[config.mk]
export PLATFORM = sky130hd
export DESIGN_NAME = slcr_regs
export DESIGN_NICKNAME = d
export VERILOG_FILES = /design/src/shared/slcr_pkg.sv /design/src/rtl/slcr_regs.sv /design/src/rtl/slcr_pct_snap.sv /design/src/rtl/slcr_react_fsm.sv
export VERILOG_INCLUDE_DIRS = /design/src /design/src/shared
export SDC_FILE = /design/constraint.sdc
export NUM_CORES = 1
export LEC_CHECK = 0
export BUFFER_PORTS_ARGS = -buffer_cell sky130_fd_sc_hd__buf_4
export CORE_MARGIN = 3
export CORE_UTILIZATION = 44
export DETAILED_ROUTE_END_ITERATION = 7
export GPL_TIMING_DRIVEN = 0
export PLACE_DENSITY = 0.68
export SKIP_LAST_GASP = 1
export SLEW_MARGIN = 20
export SYNTH_ARGS = -nofsm -noshare
export SYNTH_HDL_FRONTEND = slang
export SYNTH_SLANG_ARGS = --single-unit
export TNS_END_PERCENT = 100
[constraint.sdc]
create_clock -name clk -period 5.6 [get_ports clk]
set_input_delay 0.56 -clock clk [delete_from_list [all_inputs] [get_ports clk]]
set_output_delay 0.56 -clock clk [all_outputs]
set_load 0.02 [all_outputs]
[src/shared/slcr_consts.svh]
`ifndef SLCR_CONSTS_SVH
`define SLCR_CONSTS_SVH
// Command codes of the registers held here.
`define SLCR_CMD_STOP      8'h36
`define SLCR_CMD_GAIN      8'h38
`define SLCR_CMD_OFFSET    8'h39
`define SLCR_CMD_OV_LIMIT  8'h40
`define SLCR_CMD_OV_REACT  8'h41
`define SLCR_CMD_UV_LIMIT  8'h44
// Fixed upper bits of the linear-format words.
`define SLCR_STOP_EXP      5'h1E
`define SLCR_GAIN_EXP      5'h11
`define SLCR_OFFSET_EXP    5'h1C
// Reset values of the writable fields; last, the fixed low bits of the reaction word.
`define SLCR_STOP_RST      7'h0A
`define SLCR_GAIN_RST      7'h62
`define SLCR_START_RST     7'h0B
`define SLCR_REACT_LOW     3'h4
// Raw limit words at reset: 112 and 88 percent of a 1.2 V nominal.
`define SLCR_OV_LIM_RST    16'h0560
`define SLCR_UV_LIM_RST    16'h0439
// Stop threshold mantissa range in quarter volts (2.50 V to 17.50 V).
`define SLCR_STOP_MIN      16'h000A
`define SLCR_STOP_MAX      16'h0046
// Switching cycles tolerated under reaction code 01.
`define SLCR_DELAY_CYC     3'h4
`endif

[src/shared/slcr_pkg.sv]
package slcr_pkg;
   // Overvoltage reaction codes.
   typedef enum logic [1:0] {
      SLCR_RSP_RUN   = 2'h0,
      SLCR_RSP_DELAY = 2'h1,
      SLCR_RSP_STOP  = 2'h2,
      SLCR_RSP_RETRY = 2'h3
   } slcr_rsp_t;
   // Selectable trip percentages, index 0 is the tightest.
   typedef enum logic [1:0] {
      SLCR_PCT_0 = 2'h0,
      SLCR_PCT_1 = 2'h1,
      SLCR_PCT_2 = 2'h2,
      SLCR_PCT_3 = 2'h3
   } slcr_pct_t;
   // Host write request carried as one bundle.
   typedef struct packed {
      logic        wr;
      logic [7:0]  cmd;
      logic [15:0] data;
   } slcr_req_t;
   // Fault-response controller states, one-hot.
   typedef enum logic [3:0] {
      SLCR_S_RUN   = 4'h1,
      SLCR_S_WAIT  = 4'h2,
      SLCR_S_OFF   = 4'h4,
      SLCR_S_SOFT  = 4'h8
   } slcr_state_t;
endpackage

[src/rtl/slcr_regs.sv]
`timescale 1ns/10ps
`include "slcr_consts.svh"
module slcr_regs
   import slcr_pkg::*;
(
   input  wire logic  clk,
   input  wire logic  rst_b,
   input  slcr_req_t  req,
   input  wire logic  rd,
   input  wire logic [7:0] rd_cmd,
   input  wire logic  ov_fault_pin,
   input  wire logic  sw_tick_pin,
   input  wire logic  fault_clear,
   input  wire logic  cmd_off,
   input  wire logic [6:0] start_mant,
   input  wire logic [15:0] nom_vout,
   input  wire logic [15:0] iout_raw,
   input  wire logic [15:0] oc_fault_raw,
   input  wire logic [15:0] oc_warn_raw,
   input  wire logic  clr_flags,
   output logic [15:0] rd_data_q,
   output logic       rd_valid_q,
   output logic       alert_b_q,
   output logic       comm_err_q,
   output logic       invalid_data_q,
   output logic       ov_summary_q,
   output logic       vout_word_q,
   output logic       ov_vout_q,
   output logic       run_q,
   output logic       softstart_q,
   output logic [15:0] iout_corr_q,
   output logic [15:0] oc_fault_corr_q,
   output logic [15:0] oc_warn_corr_q,
   output slcr_pct_t  ov_pct_q,
   output slcr_pct_t  uv_pct_q
);
   logic [6:0]  stop_q;     // Writable stop threshold mantissa bits.
   logic [6:0]  gain_q;     // Writable sense gain mantissa bits.
   logic        off_sign_q; // Offset sign bit.
   logic [5:0]  off_low_q;  // Offset low mantissa bits.
   logic [15:0] ov_lim_q;   // Raw overvoltage limit request.
   logic [15:0] uv_lim_q;   // Raw undervoltage limit request.
   slcr_rsp_t   rsp_q;      // Reaction code.
   logic [2:0]  retry_q;    // Retry setting.
   slcr_pct_t   ov_sel;     // Snapped overvoltage choice.
   slcr_pct_t   uv_sel;     // Snapped undervoltage choice.
   logic [15:0] stop_word;  // Full stop word as read back.
   logic [15:0] off_word;   // Full offset word as read back.
   logic [15:0] stop_round; // Rounded stop mantissa in quarter volts.
   logic        stop_bad;   // Stop write refused.
   logic        react_bad;  // Reaction write refused.
   logic        wr_err;     // Any write refused this cycle.
   logic [2:0]  ovf_sync_q; // Fault pin synchroniser.
   logic [2:0]  tick_sync_q; // Tick pin synchroniser.
   logic        ovf_q;      // Filtered fault level.
   logic        tick_lvl_q; // Filtered tick level.
   logic        tick_prev_q; // Tick level one cycle ago.
   logic        tick;       // One pulse per switching cycle.
   logic        ov_run_q;   // Delayed overvoltage level for edge detect.

   // Request is rounded to the nearest even quarter-volt count, which
   // is the half-volt grid; an odd count rounds upward.
   always_comb begin
      stop_round = (req.data[10:0] + 16'h0001) & 16'hFFFE;
      stop_bad   = (req.data[15:11] != `SLCR_STOP_EXP) ||
                   (req.data[10:0] < `SLCR_STOP_MIN) ||
                   (req.data[10:0] > `SLCR_STOP_MAX);
      // Stop must sit below the start threshold.
      if (!stop_bad && stop_round[6:0] >= start_mant)
         stop_bad = 1'b1;
      react_bad = (req.data[5:3] != 3'h0) &&
                  (req.data[5:3] != 3'h7);
      wr_err = 1'b0;
      if (req.wr && req.cmd == `SLCR_CMD_STOP) wr_err = stop_bad;
      else if (req.wr && req.cmd == `SLCR_CMD_OV_REACT) wr_err = react_bad;
   end

   // Fixed fields are rebuilt on read, so no write can change them.
   always_comb begin
      stop_word = {`SLCR_STOP_EXP, 4'h0, stop_q};
      off_word  = {`SLCR_OFFSET_EXP, off_sign_q, {4{off_sign_q}},
                   off_low_q};
   end

   // Stop threshold holds its old value on any refused write.
   always_ff @(posedge clk or negedge rst_b) begin
      if (!rst_b) stop_q <= `SLCR_STOP_RST;
      else if (req.wr && req.cmd == `SLCR_CMD_STOP && !stop_bad)
         stop_q <= stop_round[6:0];
   end

   // Gain keeps only its low seven mantissa bits.
   always_ff @(posedge clk or negedge rst_b) begin
      if (!rst_b) gain_q <= `SLCR_GAIN_RST;
      else if (req.wr && req.cmd == `SLCR_CMD_GAIN)
         gain_q <= req.data[6:0];
   end

   // Offset takes sign and low bits; the rest alias away unflagged.
   always_ff @(posedge clk or negedge rst_b) begin
      if (!rst_b) begin
         off_sign_q <= 1'b0;
         off_low_q  <= 6'h00;
      end else if (req.wr && req.cmd == `SLCR_CMD_OFFSET) begin
         off_sign_q <= req.data[10];
         off_low_q  <= req.data[5:0];
      end
   end

   // Limit requests are stored raw and snapped combinationally.
   always_ff @(posedge clk or negedge rst_b) begin
      if (!rst_b) begin
         ov_lim_q <= `SLCR_OV_LIM_RST;
         uv_lim_q <= `SLCR_UV_LIM_RST;
      end else if (req.wr && req.cmd == `SLCR_CMD_OV_LIMIT) begin
         ov_lim_q <= req.data;
      end else if (req.wr && req.cmd == `SLCR_CMD_UV_LIMIT) begin
         uv_lim_q <= req.data;
      end
   end

   // Snapping is held in registers; reset picks 112 and 88 percent.
   always_ff @(posedge clk or negedge rst_b) begin
      if (!rst_b) begin
         ov_pct_q <= SLCR_PCT_2;
         uv_pct_q <= SLCR_PCT_2;
      end else begin
         ov_pct_q <= ov_sel;
         uv_pct_q <= uv_sel;
      end
   end

   slcr_pct_snap u_ov_snap (
      .req   (ov_lim_q),
      .nom   (nom_vout),
      .is_ov (1'b1),
      .sel   (ov_sel)
   );

   slcr_pct_snap u_uv_snap (
      .req   (uv_lim_q),
      .nom   (nom_vout),
      .is_ov (1'b0),
      .sel   (uv_sel)
   );

   // Reaction byte: whole write dropped if the retry field is illegal.
   always_ff @(posedge clk or negedge rst_b) begin
      if (!rst_b) begin
         rsp_q   <= SLCR_RSP_RUN;
         retry_q <= 3'h0;
      end else if (req.wr && req.cmd == `SLCR_CMD_OV_REACT && !react_bad) begin
         rsp_q   <= slcr_rsp_t'(req.data[7:6]);
         retry_q <= req.data[5:3];
      end
   end

   // Offset is added to the current report and both overcurrent limits.
   always_ff @(posedge clk or negedge rst_b) begin
      if (!rst_b) begin
         iout_corr_q     <= 16'h0000;
         oc_fault_corr_q <= 16'h0000;
         oc_warn_corr_q  <= 16'h0000;
      end else begin
         iout_corr_q     <= iout_raw
                            + {{5{off_sign_q}}, off_word[10:0]};
         oc_fault_corr_q <= oc_fault_raw + {{5{off_sign_q}}, off_word[10:0]};
         oc_warn_corr_q  <= oc_warn_raw + {{5{off_sign_q}}, off_word[10:0]};
      end
   end

   // Pins pass three flops; a change counts when the last two agree.
   always_ff @(posedge clk or negedge rst_b) begin
      if (!rst_b) begin
         ovf_sync_q  <= 3'h0;
         tick_sync_q <= 3'h0;
         ovf_q       <= 1'b0;
         tick_lvl_q  <= 1'b0;
         tick_prev_q <= 1'b0;
      end else begin
         ovf_sync_q  <= {ovf_sync_q[1:0], ov_fault_pin};
         tick_sync_q <= {tick_sync_q[1:0], sw_tick_pin};
         if (ovf_sync_q[1] == ovf_sync_q[2]) ovf_q <= ovf_sync_q[2];
         if (tick_sync_q[1] == tick_sync_q[2]) tick_lvl_q <= tick_sync_q[2];
         tick_prev_q <= tick_lvl_q;
      end
   end
   assign tick = tick_lvl_q & ~tick_prev_q;

   slcr_react_fsm u_react (
      .clk         (clk),
      .rst_b       (rst_b),
      .ov_fault    (ovf_q),
      .sw_tick     (tick),
      .fault_clear (fault_clear),
      .cmd_off     (cmd_off),
      .rsp         (rsp_q),
      .retry_all   (retry_q == 3'h7),
      .run_q       (run_q),
      .softstart_q (softstart_q)
   );

   // Status flags are sticky; a new event wins over a clear.
   always_ff @(posedge clk or negedge rst_b) begin
      if (!rst_b) begin
         comm_err_q     <= 1'b0;
         invalid_data_q <= 1'b0;
         ov_summary_q   <= 1'b0;
         vout_word_q    <= 1'b0;
         ov_vout_q      <= 1'b0;
         ov_run_q       <= 1'b0;
      end else begin
         ov_run_q <= ovf_q;
         if (wr_err) begin
            comm_err_q     <= 1'b1;
            invalid_data_q <= 1'b1;
         end else if (clr_flags) begin
            comm_err_q     <= 1'b0;
            invalid_data_q <= 1'b0;
         end
         if (ovf_q && !ov_run_q) begin
            ov_summary_q <= 1'b1;
            vout_word_q  <= 1'b1;
            ov_vout_q    <= 1'b1;
         end else if (clr_flags) begin
            ov_summary_q <= 1'b0;
            vout_word_q  <= 1'b0;
            ov_vout_q    <= 1'b0;
         end
      end
   end

   // Alert follows any pending flag, active low.
   always_ff @(posedge clk or negedge rst_b) begin
      if (!rst_b) alert_b_q <= 1'b1;
      else alert_b_q <= !(wr_err || (ovf_q && !ov_run_q) ||
                          comm_err_q || ov_summary_q);
   end

   // Read mux; unknown commands answer zero.
   always_ff @(posedge clk or negedge rst_b) begin
      if (!rst_b) begin
         rd_data_q  <= 16'h0000;
         rd_valid_q <= 1'b0;
      end else begin
         rd_valid_q <= rd;
         if (!rd) rd_data_q <= rd_data_q;
         else if (rd_cmd == `SLCR_CMD_STOP) rd_data_q <= stop_word;
         else if (rd_cmd == `SLCR_CMD_GAIN)
            rd_data_q <= {`SLCR_GAIN_EXP, 4'h0, gain_q};
         else if (rd_cmd == `SLCR_CMD_OFFSET) rd_data_q <= off_word;
         else if (rd_cmd == `SLCR_CMD_OV_LIMIT) rd_data_q <= ov_lim_q;
         else if (rd_cmd == `SLCR_CMD_OV_REACT)
            rd_data_q <= {8'h00, rsp_q, retry_q, `SLCR_REACT_LOW};
         else if (rd_cmd == `SLCR_CMD_UV_LIMIT) rd_data_q <= uv_lim_q;
         else rd_data_q <= 16'h0000;
      end
   end
endmodule

[src/rtl/slcr_pct_snap.sv]
`timescale 1ns/10ps
`include "slcr_consts.svh"
// Snaps a requested trip voltage to the nearest of four percentages.
module slcr_pct_snap
   import slcr_pkg::*;
(
   input  wire logic [15:0] req,
   input  wire logic [15:0] nom,
   input  wire logic        is_ov,
   output slcr_pct_t        sel
);
   logic [31:0] p100;   // Request times one hundred.
   logic [31:0] mid_a;  // Boundary between the first two choices.
   logic [31:0] mid_b;  // Boundary between the middle two choices.
   logic [31:0] mid_c;  // Boundary between the last two choices.
   // Midpoints are scaled by 100 so only integer compares are needed.
   always_comb begin
      p100 = {16'h0000, req} * 32'd100;
      if (is_ov) begin
         mid_a = {16'h0000, nom} * 32'd109;
         mid_b = {16'h0000, nom} * 32'd111;
         mid_c = ({16'h0000, nom} * 32'd227) >> 1;
      end else begin
         mid_a = {16'h0000, nom} * 32'd91;
         mid_b = {16'h0000, nom} * 32'd89;
         mid_c = ({16'h0000, nom} * 32'd173) >> 1;
      end
   end
   // Out-of-range requests fall silently onto the end values.
   always_comb begin
      if (req[15]) begin
         sel = is_ov ? SLCR_PCT_0 : SLCR_PCT_3;
      end else if (is_ov) begin
         if (p100 < mid_a) sel = SLCR_PCT_0;
         else if (p100 < mid_b) sel = SLCR_PCT_1;
         else if (p100 < mid_c) sel = SLCR_PCT_2;
         else sel = SLCR_PCT_3;
      end else begin
         if (p100 >= mid_a) sel = SLCR_PCT_0;
         else if (p100 >= mid_b) sel = SLCR_PCT_1;
         else if (p100 >= mid_c) sel = SLCR_PCT_2;
         else sel = SLCR_PCT_3;
      end
   end
endmodule

[src/rtl/slcr_react_fsm.sv]
`timescale 1ns/10ps
`include "slcr_consts.svh"
// Overvoltage fault reaction controller, paced by switching-cycle ticks.
module slcr_react_fsm
   import slcr_pkg::*;
(
   input  wire logic  clk,
   input  wire logic  rst_b,
   input  wire logic  ov_fault,
   input  wire logic  sw_tick,
   input  wire logic  fault_clear,
   input  wire logic  cmd_off,
   input  slcr_rsp_t  rsp,
   input  wire logic  retry_all,
   output logic       run_q,
   output logic       softstart_q
);
   slcr_state_t st_q;   // Current state.
   logic [2:0]  cnt_q;  // Switching cycles seen under a pending fault.
   // Reaction code selects run-through, delayed stop or immediate stop.
   always_ff @(posedge clk or negedge rst_b) begin
      if (!rst_b) begin
         st_q  <= SLCR_S_RUN;
         cnt_q <= 3'h0;
      end else begin
         case (st_q)
            SLCR_S_RUN: begin
               cnt_q <= 3'h0;
               if (ov_fault) begin
                  case (rsp)
                     SLCR_RSP_RUN:   st_q <= SLCR_S_RUN;
                     SLCR_RSP_DELAY: st_q <= SLCR_S_WAIT;
                     default:        st_q <= SLCR_S_OFF;
                  endcase
               end
            end
            SLCR_S_WAIT: begin
               // Keep switching four cycles before deciding.
               if (!ov_fault) st_q <= SLCR_S_RUN;
               else if (sw_tick) begin
                  cnt_q <= cnt_q + 3'h1;
                  if (cnt_q + 3'h1 >= `SLCR_DELAY_CYC)
                     st_q <= SLCR_S_OFF;
               end
            end
            SLCR_S_OFF: begin
               // Retry code 11 restarts unless cmd_off is set; else the retry field rules.
               if (cmd_off) st_q <= SLCR_S_OFF;
               else if (rsp == SLCR_RSP_RETRY || retry_all)
                  st_q <= SLCR_S_SOFT;
               else if (fault_clear) st_q <= SLCR_S_SOFT;
            end
            SLCR_S_SOFT: begin
               // Soft-start lasts one switching cycle in this model.
               if (ov_fault || cmd_off) st_q <= SLCR_S_OFF;
               else if (sw_tick) st_q <= SLCR_S_RUN;
            end
            default: st_q <= SLCR_S_RUN;
         endcase
      end
   end
   // Outputs are registered views of the current state, one cycle behind it.
   always_ff @(posedge clk or negedge rst_b) begin
      if (!rst_b) begin
         run_q       <= 1'b1;
         softstart_q <= 1'b0;
      end else begin
         run_q       <= (st_q == SLCR_S_RUN) || (st_q == SLCR_S_WAIT);
         softstart_q <= (st_q == SLCR_S_SOFT);
      end
   end
endmodule

==> metrics.md <==
| Metric | Value |
|---|---|
| Post-route DRC | `0` |
| FFs w/ async S/R, synth | `1.00` |
| WL final | `71.2 mm` |
| Reg2reg start | `uv_lim_q[2]` |
| Number of synthesized flops with an enable pin | `0` |
| Syn Nets | `3,752` |
| Die footprint | `62,400 um^2` |
| Switching Share | `0.524` |
| Worst setup SP type | `primary input` |
| Synthesized instance count | `2,870` |
| Synthesis Warnings | `0` |
| Antenna Violating Nets Remaining | `0` |
| Main synth FF type | `dfrtp_1` |
| Top post-synthesis cells by area | `ha_1 26%, fa_1 17%, dfrtp_1 12%, inv_1 7.5%, xnor2_1 3.6%` |
| Gpl congestion | `0.893` |
| Initial antenna violation count | `0` |
| Endpoints failing setup | `1` |
| Final setup margin | `-15.4 ps` |
| ANT cells | `0` |
| Outcome | `finished, violations left` |
| HPWL Detailed | `58.6 mm` |
| Gr usage total | `0.222` |
| Die width | `250 um` |
| Port Buf Inserts | `185` |
| DR iter-0 viols | `1,366` |
| Drt first pass iters | `7` |
| Proportion of layout cells with a drive suffix above 1 | `0.162` |
| Layout Nets | `4,023` |
| Achievable Freq | `178 MHz` |
| Worst slew margin | `0.493` |
| Gr ovfl total | `0` |
| Gate power share | `0.831` |
| CTS clk-pin slew, worst paths | `70 ps` |
| Switching power | `0.00741 W` |
| Clock Power Share | `0.082` |
| Root Buffer | `clkbuf_16` |
| Int Pwr | `0.00673 W` |
| Die Span Y | `250 um` |
| Num Clock Sinks | `148` |
| Number of max-cap violations | `0` |
| DR vias | `21.4k` |
| Layout area overhead | `17.1%` |
| Worst clock skew | `11.7 ps` |
| Pleak | `15.8 nW` |
| Worst slack, placed | `-1130 ps` |
| Sequential share of the synthesized area | `0.142` |
| Flops & latches, synth | `148` |
| Worst VDD drop | `0.000394 V` |
| CTS max path bufs | `2` |
| Max-slew violations | `0` |
| Sequential share of power | `0.087` |
| Initial Util | `0.449` |
| Post-synth top area cell | `ha_1` |
| First-pass GRT wire length | `111 mm` |
| Core area | `58,200 um^2` |
| Worst Path Max Fanout | `14` |
| Clk Latency, worst-skew pair | `440 ps` |
| Synth Area per Inst | `9.12 um^2` |
| Required @ worst endpoint | `5930 ps` |
| Worst min path class | `in -> async` |
| Failing checks | `setup timing` |
| Post-layout min period | `5620 ps` |
| Crit path capture type | `flop` |
| Post-Syn Area | `26,200 um^2` |
| CTS HTree Levels | `4` |
| Worst EP arrival | `5950 ps` |
| Slew @ Worst Pin | `754 ps` |
| CP startpoint | `nom_vout[4]` |
| Vias/cell | `5.47` |
| TritonCTS buffer count | `17` |
| Setup TNS | `-15.4 ps` |
| IO Pins | `189` |
| Cell with the most instances after synthesis | `ha_1` |
| Util after Layout | `0.526` |
| Number of global-route vias before repair | `21.0k` |
| Largest net degree at the start of global routing | `97` |
| PD cells | `462 nW/um^2` |
| Synth top area share | `0.265` |
| Drt wl/cell | `18.2 um` |
| Hold Fails Final Rpt | `0` |
| TritonCTS clock tree | `done` |
| RSZ-0062 raised after global routing | `true` |
| Setup CP Type | `in -> reg` |
| Post-synthesis cell type count | `100` |
| Std cell rows | `88` |
| Top cells by count, synth | `554 x ha_1, 523 x inv_1, 216 x fa_1, 184 x a21oi_1, 138 x nor2_1` |
| Tcrit/Tclk final | `1.00` |
==> per-stage QoR <==
stage,total power (W),cells,hold WS [ps],cell area [um^2]
6_report,0.0141,3919,36.6,30600
5_1_grt,0.0156,3919,55.3,30600
4_1_cts,0.0134,3865,46.8,29600
3_5_place_dp,0.0118,3821,347,28500
3_3_place_gp,0.0117,3820,345,28500
2_1_floorplan,0.00904,2870,264,26200
==> critical path, cell delays in order <==
cell	delay [ps]
buf_16	150
ha_2	410
xor2_2	250
ha_1	200
nand2b_1	140
fa_1	460
fa_1	530
ha_1	260
or2_2	340
o22ai_1	490
nor2_1	180
xnor2_2	220
ha_1	310
and4_1	260
o2111ai_1	130
a21oi_1	230
a2111oi_4	120
o31ai_1	290
o2111ai_1	180
a31o_1	230
==> power groups by stage <==
| stage | registers, W | logic (W) | clock network, W |
|---|---|---|---|
| after detailed placement | 0.00125 | 0.0106 | 0 |
| after global placement | 0.00125 | 0.0104 | 0 |
| after floorplan | 0.00131 | 0.00774 | 0 |
| after CTS | 0.00123 | 0.0110 | 0.00118 |
| final | 0.00123 | 0.0118 | 0.00116 |
| after global routing | 0.00124 | 0.0131 | 0.00123 |
==> path summary, 6_finish.rpt <==
kind                       slack (ps)         endpoint  cells past startpoint
hold / removal                     40  iout_corr_q[10]                      1
min in group clk                  230   tick_sync_q[0]                      1
hold reg to reg                   350    ovf_sync_q[1]                      0
setup / recovery                  -20      uv_pct_q[0]                     20
max in group asynchronous        4700    u_react.run_q                      2
setup reg to reg                  280      uv_pct_q[0]                     20
==> final cells by class <==
cell class,instances,area [um^2]
fillers,5304,27600
multi-input cells,2170,21100
flip-flops and latches,148,3730
repair buffers,252,2090
inverters,524,2010
well taps,765,957
clock buffers,17,425
clock inverters,15,175
plain buffers,28,119
==> registers in the layout, summed over array words and instances (netlist names), 2 cells and up <==
signal / count
rsp_q: 2
oc_warn_corr_q: 16
u_react.cnt_q: 3
u_react.st_q: 4
stop_q: 6
tick_sync_q: 3
ov_pct_q: 2
off_low_q: 6
ov_lim_q: 16
uv_pct_q: 2
retry_q: 3
uv_lim_q: 16
iout_corr_q: 16
rd_data_q: 16
gain_q: 7
ovf_sync_q: 3
oc_fault_corr_q: 16
==> timing repair <==
item                       4_1_cts  5_1_grt
setup buffers                   12       54
gates resized for setup         69      118
gates cloned                     0        1
hold buffers                     0        0
pin swaps                       16       62
setup endpoints to repair        4        4
==> layer usage <==
layer,part of all wire,routed length [um],track usage
met5,0,0,0
met4,0.030,2160,0.0743
met3,0.057,4070,0.0321
met2,0.45,32400,0.356
met1,0.46,32600,0.307
==> logic make-up after synthesis <==
kind of cell / share of synthesized area
buffers and inverters: 0.0797
AOI/OAI and AO/OA: 0.167
and+or+nand+nor: 0.0981
adders and majority gates: 0.431
DFF: 0.142
xor gates and xnor gates: 0.0576
muxes: 0.0245
==> placed cells by master, fill, tap and decap left out, drive strengths merged, types with 107 or more instances in the layout <==
cell,n
ha,554
xnor2,107
inv,521
o21ai,139
dfrtp,129
a21oi,187
nand2,112
nor2,138
fa,216
buf,256
Note: power is estimated with default switching activity, not from simulation.
